**src/verilog/pdr_pkg.sv**
```systemverilog
package pdr_pkg;

   // ----------------------------------------
   // clock and timing
   // ----------------------------------------
   localparam int unsigned CLK_KHZ = 25000;
   localparam int unsigned ZERO_MS = 250;
   localparam int unsigned STEP_MS = 20;
   localparam int unsigned RAMP_KHZ = 250;
   localparam int unsigned SOFT_STEP_US = 40;
   localparam int unsigned ZERO_CYC = ZERO_MS * CLK_KHZ;
   localparam int unsigned STEP_CYC = STEP_MS * CLK_KHZ;
   localparam int unsigned SOFT_STEP_CYC = (SOFT_STEP_US * CLK_KHZ + 999) / 1000;
   localparam int unsigned RAMP_PERIOD = CLK_KHZ / RAMP_KHZ;
   localparam int unsigned RAMP_HALF = RAMP_PERIOD / 2;
   localparam int unsigned TIMER_W = 23;
   localparam int unsigned RC_W = 7;

   // ----------------------------------------
   // duty levels and reset values
   // ----------------------------------------
   localparam int unsigned DUTY_W = 8;
   localparam logic [DUTY_W-1:0] DUTY_ZERO = 8'h00;
   localparam logic [DUTY_W-1:0] DUTY_LOW = 8'h60;
   localparam logic [DUTY_W-1:0] DUTY_HIGH = 8'ha0;
   localparam logic [DUTY_W-1:0] DUTY_MAX = 8'hf0;
   localparam logic [DUTY_W-1:0] DUTY_ONE = 8'h01;
   localparam logic SWITCH_OFF_N = 1'b1;
   localparam logic LED_OFF_N = 1'b1;
   localparam int unsigned SYNC_N = 3;

   // ----------------------------------------
   // port sequencer states
   // ----------------------------------------
   typedef enum logic [7:0] {
      ST_HOLD = 8'h01,
      ST_ZERO = 8'h02,
      ST_LOW1 = 8'h04,
      ST_HIGH = 8'h08,
      ST_LOW2 = 8'h10,
      ST_EVAL = 8'h20,
      ST_RAMP = 8'h40,
      ST_REG = 8'h80
   } pdr_state_e;

endpackage

```
**src/verilog/pdr_pwm.sv**
```systemverilog
`timescale 1ns/1ps
module pdr_pwm
   import pdr_pkg::*;
#(
   parameter int unsigned W = DUTY_W
) (
   // clock and reset
   input wire logic clk,
   input wire logic rst,
   // duty request
   input wire logic [W-1:0] duty,
   // paired drive outputs
   output logic out_a,
   output logic out_b
);

   logic [W-1:0] cnt;
   logic [W-1:0] cnt_b;
   logic next_a;
   logic next_b;

   // ----------------------------------------
   // phase split
   // ----------------------------------------
   // b runs half a period behind a so the external average ripples less
   assign cnt_b = cnt ^ {1'b1, {(W-1){1'b0}}};
   assign next_a = (cnt < duty);
   assign next_b = (cnt_b < duty);

   // free running period counter and drive flops
   always_ff @(posedge clk or posedge rst) begin
      if (rst) begin
         cnt <= '0;
         out_a <= 1'b0;
         out_b <= 1'b0;
      end else begin
         cnt <= cnt + 1'b1;
         out_a <= next_a;
         out_b <= next_b;
      end
   end

endmodule // pdr_pwm

```
**src/verilog/pdr_top.sv**
```systemverilog
`timescale 1ns/1ps
module pdr_top
   import pdr_pkg::*;
#(
   parameter int unsigned ZERO_CYCLES = ZERO_CYC,
   parameter int unsigned STEP_CYCLES = STEP_CYC,
   parameter int unsigned SOFT_CYCLES = SOFT_STEP_CYC
) (
   // clock and system reset
   input wire logic clk,
   input wire logic rst,
   // pins from the board
   input wire logic port_reset_n,
   input wire logic valid_signature_window,
   input wire logic output_voltage_sense,
   // drive pins
   output logic switch_ctrl_n,
   output logic duty_drive_a,
   output logic duty_drive_b,
   output logic switcher_ramp_clock,
   output logic led_n
);

   // ----------------------------------------
   // pin synchronisers
   // ----------------------------------------
   logic [SYNC_N-1:0] pin_raw;
   logic [SYNC_N-1:0] pin_meta;
   logic [SYNC_N-1:0] pin_sync;
   logic reset_pin_up;
   logic window_ok;
   logic above_set;

   assign pin_raw = {output_voltage_sense, valid_signature_window, port_reset_n};

   genvar gi;
   generate
      for (gi = 0; gi < SYNC_N; gi++) begin : g_sync
         // two flops per pin; the first is read only by the second
         always_ff @(posedge clk or posedge rst) begin
            if (rst) begin
               pin_meta[gi] <= 1'b0;
               pin_sync[gi] <= 1'b0;
            end else begin
               pin_meta[gi] <= pin_raw[gi];
               pin_sync[gi] <= pin_meta[gi];
            end
         end
      end
   endgenerate

   assign reset_pin_up = pin_sync[0];
   assign window_ok = pin_sync[1];
   assign above_set = pin_sync[2];

   // ----------------------------------------
   // sequencer
   // ----------------------------------------
   pdr_state_e state;
   pdr_state_e next_state;
   logic [TIMER_W-1:0] timer;
   logic [TIMER_W-1:0] next_timer;
   logic [TIMER_W-1:0] load_val;
   logic timer_done;
   logic sig_ok;
   logic next_sig_ok;
   logic power_on;
   logic next_power;
   logic step_end;
   logic [DUTY_W-1:0] duty;
   logic [DUTY_W-1:0] next_duty;
   logic [DUTY_W-1:0] duty_up;
   logic [DUTY_W-1:0] duty_dn;
   logic [DUTY_W-1:0] duty_adj;

   assign timer_done = (timer == '0);
   assign power_on = (state == ST_RAMP) || (state == ST_REG);
   assign next_power = (next_state == ST_RAMP) || (next_state == ST_REG);
   assign step_end = timer_done &&
      ((state == ST_LOW1) || (state == ST_HIGH) || (state == ST_LOW2));

   // next state; a low reset pin overrides everything
   always_comb begin
      next_state = state;
      unique case (state)
         ST_HOLD: next_state = ST_ZERO;
         ST_ZERO: if (timer_done) next_state = ST_LOW1;
         ST_LOW1: if (timer_done) next_state = ST_HIGH;
         ST_HIGH: if (timer_done) next_state = ST_LOW2;
         ST_LOW2: if (timer_done) next_state = ST_EVAL;
         ST_EVAL: next_state = sig_ok ? ST_RAMP : ST_ZERO;
         ST_RAMP: if (timer_done && above_set) next_state = ST_REG;
         ST_REG: next_state = ST_REG;
      endcase
      if (!reset_pin_up) begin
         next_state = ST_HOLD;
      end
   end

   // dwell loaded on entry; power states reload every soft step
   always_comb begin
      unique case (next_state)
         ST_ZERO: load_val = TIMER_W'(ZERO_CYCLES - 1);
         ST_LOW1, ST_HIGH, ST_LOW2: load_val = TIMER_W'(STEP_CYCLES - 1);
         ST_RAMP, ST_REG: load_val = TIMER_W'(SOFT_CYCLES - 1);
         default: load_val = '0;
      endcase
   end

   assign next_timer = ((next_state != state) || (timer_done && power_on)) ? load_val :
      (timer_done ? timer : timer - 1'b1);

   // three point check: window must hold at the end of every step
   assign next_sig_ok = (state == ST_ZERO) ? 1'b1 :
      (step_end ? (sig_ok && window_ok) : sig_ok);

   // soft start climbs one count per step; regulation trims by feedback
   assign duty_up = (duty < DUTY_MAX) ? duty + DUTY_ONE : duty;
   assign duty_dn = (duty > DUTY_ZERO) ? duty - DUTY_ONE : duty;
   assign duty_adj = !timer_done ? duty :
      (above_set ? ((state == ST_REG) ? duty_dn : duty) : duty_up);

   always_comb begin
      unique case (next_state)
         ST_LOW1, ST_LOW2: next_duty = DUTY_LOW;
         ST_HIGH: next_duty = DUTY_HIGH;
         ST_RAMP: next_duty = power_on ? duty_adj : DUTY_ZERO;
         ST_REG: next_duty = duty_adj;
         default: next_duty = DUTY_ZERO;
      endcase
   end

   // state, timer and duty flops
   always_ff @(posedge clk or posedge rst) begin
      if (rst) begin
         state <= ST_HOLD;
         timer <= '0;
         sig_ok <= 1'b0;
         duty <= DUTY_ZERO;
      end else begin
         state <= next_state;
         timer <= next_timer;
         sig_ok <= next_sig_ok;
         duty <= next_duty;
      end
   end

   // ----------------------------------------
   // duty pair
   // ----------------------------------------
   pdr_pwm #(
      .W(DUTY_W)
   ) u_pwm (
      .clk(clk),
      .rst(rst),
      .duty(duty),
      .out_a(duty_drive_a),
      .out_b(duty_drive_b)
   );

   // ----------------------------------------
   // ramp clock, switch and indicator
   // ----------------------------------------
   logic [RC_W-1:0] rc_cnt;
   logic [RC_W-1:0] next_rc_cnt;
   logic next_led_lit;

   // counter restarts on every enable so the first high phase is whole
   assign next_rc_cnt = (!power_on || (rc_cnt == RC_W'(RAMP_PERIOD - 1))) ? '0 :
      rc_cnt + 1'b1;
   // led flashes once per detection pass and is steady when powered
   assign next_led_lit = next_power || (next_state == ST_LOW1) ||
      (next_state == ST_HIGH) || (next_state == ST_LOW2);

   always_ff @(posedge clk or posedge rst) begin
      if (rst) begin
         rc_cnt <= '0;
         switcher_ramp_clock <= 1'b0;
         switch_ctrl_n <= SWITCH_OFF_N;
         led_n <= LED_OFF_N;
      end else begin
         rc_cnt <= next_rc_cnt;
         switcher_ramp_clock <= next_power && (next_rc_cnt < RC_W'(RAMP_HALF));
         switch_ctrl_n <= !next_power;
         led_n <= !next_led_lit;
      end
   end

   logic [RC_W-1:0] hi_cnt;
   always_ff @(posedge clk or posedge rst) begin
      if (rst) begin
         hi_cnt <= '0;
      end else begin
         hi_cnt <= switcher_ramp_clock ? hi_cnt + 1'b1 : '0;
      end
   end
endmodule // pdr_top

```
**config.mk**
```make
export PLATFORM = sky130hd
export DESIGN_NAME = pdr_top
export DESIGN_NICKNAME = d
export VERILOG_FILES = /design/src/verilog/pdr_pkg.sv /design/src/verilog/pdr_pwm.sv /design/src/verilog/pdr_top.sv
export SDC_FILE = /design/constraint.sdc
export NUM_CORES = 1
export LEC_CHECK = 0
export BUFFER_PORTS_ARGS = -buffer_cell sky130_fd_sc_hd__buf_2
export CORE_ASPECT_RATIO = 1.1
export CORE_MARGIN = 5
export CORE_UTILIZATION = 40
export DETAILED_ROUTE_END_ITERATION = 12
export PLACE_DENSITY_LB_ADDON = 0.1
export SLEW_MARGIN = 20
export SYNTH_ARGS = -nofsm -noshare
export SYNTH_HDL_FRONTEND = slang
export SYNTH_SLANG_ARGS = --single-unit
```
**constraint.sdc**
```tcl
create_clock -name clk -period 3.4 [get_ports clk]
set_input_delay 0.34 -clock clk [delete_from_list [all_inputs] [get_ports clk]]
set_output_delay 0.34 -clock clk [all_outputs]
set_load 0.01 [all_outputs]
```
# Word-level counts from Yosys, hierarchy flattened
# Index checks and enable logic that the tools add are counted.
# W data, S select, Z words.
# totals
word_cells,88
in_bits,5
ff_bits,66
output_inout_bits,5
# classes
magnitude_cmp,5
addsub,5
eq_ne,17
bitwise,1
n_reduce_logical,22
n_mux,21
# ops
operator,count
$mux W8,12
$pmux W23 S3,1
$pmux W8 S8,1
$mux W23,2
$pmux W8 S4,1
$logic_not A23 Y1,1
$sub A23 B1 Y23 const B,1
$add A8 B1 Y8 const B,2
$eq A8 B2 Y1 const B,2
$eq A8 B3 Y1 const B,2
$eq A8 B4 Y1 const B,2
$eq A8 B5 Y1 const B,2
$eq A8 B7 Y1 const B,2
$eq A8 B8 Y1 const B,2
$lt A8 B8 Y1,2
$mux W7,2
$logic_or A1 B1 Y1,9
$eq A8 B1 Y1 const B,1
$eq A8 B6 Y1 const B,1
$gt A8 B1 Y1 const B,1
$lt A8 B8 Y1 const B,1
$ne A8 B8 Y1,1
$sub A8 B1 Y8 const B,1
$add A7 B1 Y7 const B,1
10 further kinds,18

# Depth between registers and ports, before layout
# Gate-level depths: netlist of the first run.
# depth
depth_word,11
depth_mapped,11
mapped_depth_nobuf,10

# Modules after synthesis
# From an unflattened synthesis of the first run, not the netlist that was laid out.
# hier_totals
cells_unflattened,429
hier_area_um2,3973.8
# by_module_without_submodules
mod,seq_area_each_um2,cells_per_inst,area_each_um2,n_inst
pdr_top,1405.1,375,3402.0,1
pdr_pwm,250.2,54,571.8,1

# Worst setup path after synthesis of the first run
# Ideal clock, no wire load.
# synth_path
kind,register -> register
from,register timer[0]
to,register duty[6]
synth_period_minus_slack_ns,2.799
required_ns,3.273
setup_ns,0.127
path_slack_ns,0.601
arrival_time_ns,2.672
stages_incl_launch_ff,11
n_path_buf,1
path_cell_list,dfrtp_1 -> inv_1 -> ha_1 -> or3b_2 -> nor4_2 -> and3_1 -> clkbuf_1 -> nand2_1 -> o22ai_1 -> nor3_1 -> or2_2
# synth_via
elab_chain_cells,8
elab_cells_between_ends,18
classes_between,eq/ne (5); mux (10); reduce/logical (3)
# synth_lines
element,line,text
"start, declared",pdr_top.sv:61,logic [TIMER_W-1:0] timer;
"start signal, assigned",pdr_top.sv:142,timer <= next_timer;
$logic_not A23 Y1 *,pdr_top.sv:76,assign timer_done = (timer == '0);
$logic_and A1 B1 Y1,pdr_top.sv:92,ST_RAMP: if (timer_done && above_set) next_state = ST_REG;
$mux W8,pdr_top.sv:92,
$pmux W8 S8,pdr_top.sv:85,unique case (state)
$mux W8,pdr_top.sv:95,if (!reset_pin_up) begin
$eq A8 B3 Y1 / $eq A8 B5 Y1 (equally long branches),pdr_top.sv:124,unique case (next_state)
$reduce_or A2 Y1,pdr_top.sv:124,
$pmux W8 S4 *,pdr_top.sv:124,
net next_duty[6],pdr_top.sv:71,logic [DUTY_W-1:0] next_duty;
"end signal, assigned",pdr_top.sv:144,duty <= next_duty;
"end, declared",pdr_top.sv:70,logic [DUTY_W-1:0] duty;
# Mark *: on every way through the listed nets, which the timed path passes. The rest lies on a longest branch.
# A chain may end at the register's enable or synchronous reset.

# Worst setup path in the final report of the first run
# layout_path
from,register state[3]
to,register timer[7]
# layout_via
elab_chain_cells,7
elab_cells_between_ends,30
classes_between,eq/ne (16); mux (9); reduce/logical (5)
# layout_lines
element,line,text
"start, declared",pdr_top.sv:59,pdr_state_e state;
"start signal, assigned",pdr_top.sv:141,state <= next_state;
$eq A8 B8 Y1 (tied with other cells),"pdr_top.sv:77, pdr_top.sv:85",
$pmux W8 S8,pdr_top.sv:85,
$mux W8,pdr_top.sv:95,
$eq A8 B3 Y1 (tied with other cells),pdr_top.sv:102,unique case (next_state)
$reduce_or A3 Y1 / $reduce_or A2 Y1 (equally long branches),pdr_top.sv:102,
$pmux W23 S3,pdr_top.sv:102,
$mux W23,pdr_top.sv:110,assign next_timer = ((next_state != state) || (timer_done && power_on)) ? load_val :
# Parallel ways exist; a longest one is shown, timed or not.

==> impl_metrics.py, run 1 <==
metrics = {
    "setup_path": {
        "critPathKind": "flop to flop",
        "cp.required_ps": 3650,
        "path_common_cell": "or3_1",
        "worstPathMaxFanout": 14,
        "critical_path.cell_chain": "or4_4, a211o_1, o21a_1, or3_1, a221o_1, or3_1, o31ai_2",
        "worst_path_max_delay_cell": "or4_4",
        "cpPeakStageDelay_ps": 560,
        "worst_ep_arrival_time_ps": 3370,
        "r2r_slack_ps": 270,
        "end_kind": "flop",
        "worst_setup_path_start_kind": "flop",
    },
    "cts": {
        "cts-root-buf": "clkbuf_8",
        "cts.sinks": 66,
        "clkTransAtPathRegs_ps": 70,
        "cts_tree": "done",
        "cts_buffers": 9,
        "cts_buffer_depth": 2,
        "cts_resized": 0,
        "post-cts-setup-buffers": 0,
        "cts_htree_levels": 3,
        "clock_latency_ps": 340,
        "hold_buffers": 0,
    },
    "grt": {
        "grt_max_degree": 34,
        "grt_pass1_wl_um": 15540,
        "grt_use_total_pct": 16.03,
        "overflow": 0,
        "grt_pass1_vias": 3096,
        "antenna_found_initial": 0,
    },
    "place": {
        "place_inst": 539,
        "dp_slack_ps": 313.7,
        "dpl.hpwl_um": 6698,
        "port_buffers": 9,
        "post_dp_cell_area_um2": 4061,
        "gp_congestion": 0.9426,
    },
    "sta": {
        "worst_slew_pin_slew_ps": 752.6,
        "setup_ws_ps": 274.4,
        "final.setup.tns_ps": 0,
        "rsz0062_at_grt": "no",
        "setup_violations": 0,
        "timing.fmax_mhz": 319.9,
        "finClkSkew_ps": 8.683,
        "whs_ps": 95.81,
        "min_period_ps": 3126,
        "max_slew_margin_pct": 49.40,
        "hold_viol": 0,
        "period_share_pct": 91.93,
        "maxSlewViolCount": 0,
    },
    "cells_and_area": {
        "diodes": 0,
        "utilization_pct": 45.23,
        "finalNonFillerCells": 555,
        "finalNetCount": 451,
        "num-fill-cells": 937,
        "drive_gt1_share_pct": 10.96,
        "areaGrowthSynthToFinish_pct": 9.829,
        "design_area_um2": 4250,
    },
    "die": {
        "die_h_um": 113.2,
        "design.core.area_um2": 9398,
        "die_area_um2": 11740,
        "fp-row-count": 37,
        "fp.dieW_um": 103.8,
        "io_pins": 10,
        "initial_core_util_pct": 41.18,
    },
    "status": {
        "outcome": "complete, no violations",
    },
    "yosys": {
        "yosys-top-cells-count": "63 x dfrtp_1, 37 x nor2_1, 25 x inv_1",
        "async_reset_ff_share_pct": 100.0,
        "synth_top_area_share_pct": 40.74,
        "synth_flop_cell": "dfrtp_1",
        "synth-edff-count": 0,
        "ys_ff_latch": 66,
        "synthesis.nets": 436,
        "synthTopCellsByArea": "dfrtp_1 41%, xnor2_1 5.2%, ha_1 4.2%",
        "yosysWarnings": 0,
        "ys_seq_area_share_pct": 42.77,
        "yosysUniqueCellTypes": 61,
        "syn_area_per_cell_um2": 9.258,
        "synth_area_um2": 3870,
        "yosys.area.top_type": "dfrtp_1",
        "synthCells": 418,
        "yosysMostFrequentCell": "dfrtp_1",
    },
    "power_and_ir_drop": {
        "vdd_ir_drop_max_mv": 0.1969,
        "power_density_nw_per_um2": 400.1,
        "p_leak_nw": 1.755,
        "p_total_mw": 1.701,
    },
    "hold_path": {
        "hp-class": "input pin to async pin",
    },
    "route": {
        "vias_per_cell": 5.643,
        "drtIter0Drc": 169,
        "vias": 3132,
        "drt-pass1-iter-count": 4,
        "drt-total-wl_um": 9103,
        "wire_per_inst_um": 16.40,
        "drc": 0,
        "ant_nets": 0,
    },
    "run": {
        "drv_cap": 0,
    },
}
metal layers:
metal,vias up,track usage [%],routed length (um)
met2,51,25.94,4252
met5,-,0,0
met1,1518,21.87,4402
met4,0,4.491,138
met3,9,3.309,309
li1,1554,-,-
final timing paths:
check | start | endpoint | cells past startpoint
min in group clk | port_reset_n | pin_meta[0] | 1
worst max-delay path | state[3] | timer[7] | 7
max in group asynchronous | rst | switch_ctrl_n | 3
worst min register to register | pin_meta[0] | reset_pin_up | 0
worst max register to register | state[3] | timer[7] | 7
worst min-delay path | rst | switcher_ramp_clock | 2
worst max-delay path: cells and delay by family, from the launching register on:
kind               cells  cell delay, ps
DFF                    1             540
and+or+nand+nor        3            1430
AOI/OAI and AO/OA      4            1060
power by group:
| group | switching (mW) | total, mW | internal (mW) |
|---|---|---|---|
| Sequential | 0.0437 | 0.864 | 0.820 |
| Combinational | 0.110 | 0.189 | 0.0787 |
| Clock | 0.290 | 0.648 | 0.358 |
| Total | 0.444 | 1.70 | 1.26 |
placed cells by master (no fill, tap or decap), drive strengths merged, types with 3 or more instances in the layout:
cell type,Yosys,routed
dfrtp,63,63
nor2,37,37
o21ai,32,32
inv,25,25
xnor2,23,23
nand2,23,23
buf,8,20
nor4,17,17
xor2,16,16
nand3,15,15
a21oi,14,14
nor3,13,13
ha,13,13
clkbuf,8,13
a31oi,9,9
or3,8,8
o31ai,8,8
a21o,7,7
nand2b,6,6
nand4,6,6
and3,5,5
or4,5,5
nor2b,4,4
nor4b,4,4
o22ai,4,4
or2,3,3
o32ai,3,3
dfstp,3,3
flip-flops by register name (all words and copies together) (netlist names), 3 cells and up:
register / flops
duty: 8
pin_meta: 3
rc_cnt: 7
state: 8
timer: 23
u_pwm.cnt: 8
cell families (layout without fill, tap and decap cells):
logic type	after synthesis	after routing	synth area share, %
adder cells (fa/ha/maj)	13	13	4.203
AO/OA/AOI/OAI	99	99	16.65
XOR/XNOR	39	39	8.826
buffers and inverters	41	61	4.559
AND/OR/NAND/NOR	157	157	22.18
multiplexers	3	3	0.8083
flip-flops	66	66	42.77
cell type report:
type	instances	area [um2]	area share, %
Sequential cell	66	1655	38.95
Clock buffer	13	148.9	3.503
Clock inverter	3	40.04	0.9420
Inverter	25	93.84	2.208
Tap cell	117	146.4	3.444
Timing Repair Buffer	20	127.6	3.003
Multi-Input combinational cell	311	2038	47.95
Power figures use the tool's default switching activity.
==> run 2: changes to the inputs <==
Settings changed: CORE_ASPECT_RATIO 1.1 to unset.
==> run 2 against run 1 <==
Via count increased by 1.5%. Combinational power decreased by 3%. Sequential cell count unchanged. Final area increased by 0.47%. First-iteration DRC count increased by 110%. Die area about the same. Count of clock-buffer cells in the layout decreased by 3. Largest power group unchanged.
==> impl_metrics.py, run 2 (synthesis gave the netlist of run 1 again) <==
metrics = {
    "die": {
        "fp-row-count": 36,
        "initial_core_util_pct": 40.34,
        "die_h_um": 108.4,
        "die_area_um2": 11740,
        "design.core.area_um2": 9594,
        "io_pins": 10,
        "fp.dieW_um": 108.4,
    },
    "cts": {
        "clkTransAtPathRegs_ps": 80,
        "cts_resized": 0,
        "clock_latency_ps": 340,
        "cts_htree_levels": 3,
        "cts-root-buf": "clkbuf_8",
        "cts_buffers": 9,
        "post-cts-setup-buffers": 0,
        "hold_buffers": 0,
        "cts_tree": "done",
        "cts.sinks": 66,
        "cts_buffer_depth": 2,
    },
    "route": {
        "vias_per_cell": 5.587,
        "drc": 0,
        "vias": 3179,
        "drt-total-wl_um": 8908,
        "ant_nets": 0,
        "drt-pass1-iter-count": 5,
        "drtIter0Drc": 361,
        "wire_per_inst_um": 15.66,
    },
    "cells_and_area": {
        "drive_gt1_share_pct": 11.24,
        "largest_register": "timer",
        "regArea_um2": 1655,
        "mostFrequentLayoutCells": "63 x dfrtp_1, 37 x nor2_1, 24 x inv_1",
        "areaGrowthSynthToFinish_pct": 10.35,
        "multi_input_area_um2": 2038,
        "num-fill-cells": 955,
        "diodes": 0,
        "final_common_cell": "dfrtp_1",
        "finalNetCount": 449,
        "largest_reg_flops": 23,
    },
    "sta": {
        "setup_ws_ps": 229.6,
        "rsz0062_at_grt": "no",
        "maxSlewViolCount": 0,
        "final.setup.tns_ps": 0,
        "setup_violations": 0,
        "max_slew_margin_pct": 43.23,
        "finClkSkew_ps": 11.09,
        "period_share_pct": 93.25,
        "timing.fmax_mhz": 315.4,
        "hold_viol": 0,
        "worst_slew_pin_slew_ps": 844.3,
        "min_period_ps": 3170,
    },
    "setup_path": {
        "startpoint": "state[3]",
        "critPathKind": "flop to flop",
        "worst_setup_path_start_kind": "flop",
        "cpPeakStageDelay_ps": 560,
        "worstPathMaxFanout": 14,
        "worst_ep_arrival_time_ps": 3360,
        "worst_path_max_delay_cell": "o32ai_1",
        "end_kind": "flop",
        "critical_path.cell_chain": "or4_4, a211o_1, o21a_1, or3_1, a221o_1, o32ai_1, o21ai_0",
        "r2r-start": "state[3]",
        "r2r_slack_ps": 230,
        "cp.required_ps": 3590,
    },
    "run": {
        "drv_cap": 0,
    },
    "place": {
        "dpl.hpwl_um": 6388,
        "port_buffers": 9,
        "dp_slack_ps": 268.0,
        "gp_congestion": 0.9165,
    },
    "grt": {
        "grt_max_degree": 41,
        "antenna_found_initial": 0,
        "grt_use_total_pct": 16.32,
        "overflow": 0,
        "grt_pass1_wl_um": 15000,
        "grt_pass1_vias": 3011,
    },
    "status": {
        "outcome": "complete, no violations",
    },
    "power_and_ir_drop": {
        "p_leak_nw": 1.743,
        "vdd_ir_drop_max_mv": 0.1300,
        "power_density_nw_per_um2": 404.2,
    },
    "hold_path": {
        "hp-class": "input pin to async pin",
    },
}
==> run 2: stage by stage <==
| step | utilization, % | instances | power (mW) | area [um2] | hold slack, ps |
|---|---|---|---|---|---|
| floorplan | - | 418 | 1.014 | 3870 | 331.2 |
| global placement | 42.38 | 553 | 1.064 | 4066 | 332.2 |
| detailed placement | 42.38 | 553 | 1.065 | 4066 | 338.7 |
| CTS | 44.51 | 569 | 1.754 | 4270 | 49.96 |
| global route | 44.51 | 569 | 1.818 | 4270 | 80.20 |
| finish | 44.51 | 569 | 1.726 | 4270 | 39.00 |
==> run 2: final cells by class <==
cell class	count	area share (%)
Clock buffer	10	3.223
Clock inverter	6	1.553
Inverter	25	2.197
Multi-Input combinational cell	311	47.73
Sequential cell	66	38.76
Tap cell	133	3.897
Timing Repair Buffer	18	2.637
==> run 2: final timing paths <==
kind | endpoint | cells past startpoint
setup / recovery | timer[18] | 7
hold / removal | rc_cnt[0] | 2
setup reg to reg | timer[18] | 7
hold reg to reg | above_set | 0
max in group asynchronous | led_n | 3
min in group clk | pin_meta[0] | 1
==> run 2: critical path: cells and delay by family, from the launching register on <==
family | cells | cell delay, ps
flops | 1 | 540
simple gates | 2 | 920
compound gates | 5 | 1570
==> run 2: routing by layer <==
metal  global-route usage (%)  share of wire, %  routed length, um  vias to the layer above
met3                    2.627               4.6                409                       24
met1                    23.34                50               4453                     1522
li1                         -                 -                  -                     1556
met5                        0                 0                  0                        -
met4                    7.304               2.9                254                        0
met2                    24.29                43               3790                       77
==> run 2: power by group <==
part / internal, mW / switching (mW)
clock: 0.358 / 0.318
sequential: 0.820 / 0.0461
combinational: 0.0760 / 0.108
==> run 3: changes to the inputs <==
Settings changed: SKIP_LAST_GASP set to 1.
Clock period 3.4 ns to 2.7 ns, I/O delays scaled along.
==> run 3 against run 2 <==
The flow now finishes with violations (setup timing). Worst setup slack got worse by 310 ps. Total power grew 32%. First-iteration DRC count down 49%. Clock power is 30% higher. Final cell count is 11% higher. Non-clock buffer count up 62. Sequential share of layout area is 4.8 points lower. Fmax grew 14%. Via count increased by 7.8%. Combinational power rose by 73%. Core utilization grew 6.3 points. Largest cell class unchanged.
==> impl_metrics.py, run 3 (synthesis gave the netlist of run 1 again) <==
metrics = {
    "status": {
        "outcome": "finished, violations left",
        "violations": "setup timing",
    },
    "sta": {
        "setup_ws_ps": -76.85,
        "worst_slew_pin_slew_ps": 813.5,
        "min_period_ps": 2777,
        "hold_viol": 0,
        "max_slew_margin_pct": 45.31,
        "rsz0062_at_grt": "yes",
        "setup_violations": 19,
        "finClkSkew_ps": 7.025,
        "period_share_pct": 102.8,
        "maxSlewViolCount": 0,
        "timing.fmax_mhz": 360.1,
    },
    "route": {
        "drt-pass1-iter-count": 7,
        "drtIter0Drc": 183,
        "ant_nets": 0,
        "wire_per_inst_um": 15.99,
        "vias": 3426,
        "vias_per_cell": 5.438,
        "drt-total-wl_um": 10070,
        "drc": 0,
    },
    "setup_path": {
        "cp_num_buf_inv": 0,
        "cp.required_ps": 2960,
        "worst_path_max_delay_cell": "or4_4",
        "critPathKind": "flop to flop",
        "end_kind": "flop",
        "worstPathMaxFanout": 9,
        "cp_top_family": "simple AND/OR/NAND/NOR gates",
        "path_common_cell": "or3_4",
        "critical_path.cell_chain": "or4_4, a211o_1, o21a_1, or3_4, a221o_1, or3_4, o31ai_2",
        "cpPeakStageDelay_ps": 540,
        "startpoint": "state[4]",
        "worst_setup_path_start_kind": "flop",
        "r2r-start": "state[4]",
        "worst_ep_arrival_time_ps": 3040,
    },
    "grt": {
        "grt_use_total_pct": 18.39,
        "grt_pass1_vias": 3406,
        "antenna_found_initial": 0,
        "grt_max_degree": 39,
        "overflow": 0,
        "grt_pass1_wl_um": 16780,
    },
    "cells_and_area": {
        "design_area_um2": 4872,
        "finalNetCount": 511,
        "areaGrowthSynthToFinish_pct": 25.90,
        "num-fill-cells": 880,
        "final_common_cell": "buf_4",
        "mostFrequentLayoutCells": "67 x buf_4, 63 x dfrtp_1, 37 x nor2_1",
        "drive_gt1_share_pct": 23.94,
        "largest_reg_flops": 23,
        "utilization_pct": 50.78,
        "finalNonFillerCells": 630,
        "diodes": 0,
        "largest_register": "timer",
    },
    "hold_path": {
        "hp-class": "input pin to async pin",
    },
    "cts": {
        "cts_buffer_depth": 2,
        "cts.sinks": 66,
        "cts-root-buf": "clkbuf_8",
        "clkTransAtPathRegs_ps": 70,
        "cts_htree_levels": 3,
        "clock_latency_ps": 340,
        "cts_tree": "done",
        "hold_buffers": 0,
        "cts_buffers": 9,
    },
    "power_and_ir_drop": {
        "p_leak_nw": 2.078,
        "power_density_nw_per_um2": 468.6,
        "vdd_ir_drop_max_mv": 0.2524,
    },
    "die": {
        "fp-row-count": 36,
        "design.core.area_um2": 9594,
        "die_h_um": 108.4,
        "fp.dieW_um": 108.4,
        "initial_core_util_pct": 40.34,
        "io_pins": 10,
        "die_area_um2": 11740,
    },
    "place": {
        "post_dp_cell_area_um2": 4508,
        "place_inst": 609,
        "gp_congestion": 0.9658,
        "dpl.hpwl_um": 7339,
        "port_buffers": 9,
    },
    "run": {
        "drv_cap": 0,
    },
}
-- run 3: cell types whose count changed in the layout (fill, tap and decap cells not counted), moves of 2 or more --
cell	previous run	this run
o31ai_1	7	5
buf_6	0	3
o21ai_0	23	19
o31ai_4	0	2
buf_4	9	67
a2111oi_0	2	0
o21ai_1	9	13
or3_1	7	5
clkbuf_1	0	3
or3_4	1	3
clkinvlp_4	3	0
-- run 3: path summary, 6_finish.rpt --
kind / end / depth (start not counted) / slack, ps
setup / recovery: timer[7] / 7 / -80
hold / removal: rc_cnt[1] / 2 / 10
setup reg to reg: timer[7] / 7 / -80
hold reg to reg: above_set / 0 / 350
max in group asynchronous: led_n / 3 / 1990
min in group clk: pin_meta[2] / 1 / 30
-- run 3: stage by stage --
step | worst slack [ps] | power, mW | setup TNS, ps | hold slack, ps
final | -76.85 | 2.283 | -769.7 | 12.35
after global routing | -186.4 | 2.401 | -3024 | 15.25
after CTS | -38.67 | 2.302 | -326.4 | 17.67
after detailed placement | -190.4 | 1.401 | -1798 | 335.5
after global placement | -105.3 | 1.395 | -825.6 | 333.3
after floorplan | -28.67 | 1.284 | -31.38 | 301.4
-- run 3: area by class of cell --
cell class | instances | area, um2 | share of cell area (%)
multi-input cells | 311 | 2155 | 44.22
inverters | 25 | 93.84 | 1.926
clock inverters | 3 | 65.06 | 1.335
clock buffers | 12 | 135.1 | 2.774
flip-flops and latches | 66 | 1655 | 33.98
repair buffers | 80 | 601.8 | 12.35
well taps | 133 | 166.4 | 3.416
-- run 3: layer usage --
metal / wire, um / vias up / part of all wire (%) / track usage, %
li1: - / 1674 / - / -
met1: 4645 / 1616 / 46 / 24.25
met2: 4628 / 103 / 46 / 28.91
met3: 462 / 33 / 4.6 / 3.164
met4: 334 / 0 / 3.3 / 9.648
met5: 0 / - / 0 / 0
-- run 3: repair_timing --
item	CTS	global route
pin swaps	0	5
setup endpoints to repair	22	29
gates resized for setup	8	18
buffers inserted	2	4
-- run 3: power breakdown --
group          switching (mW)  internal (mW)  leakage [nW]  total, mW
registers              0.0517           1.03         0.845       1.08
clock network           0.364          0.515         0.100      0.879
logic                   0.172          0.147          1.13      0.319
total                   0.588           1.69          2.08       2.28
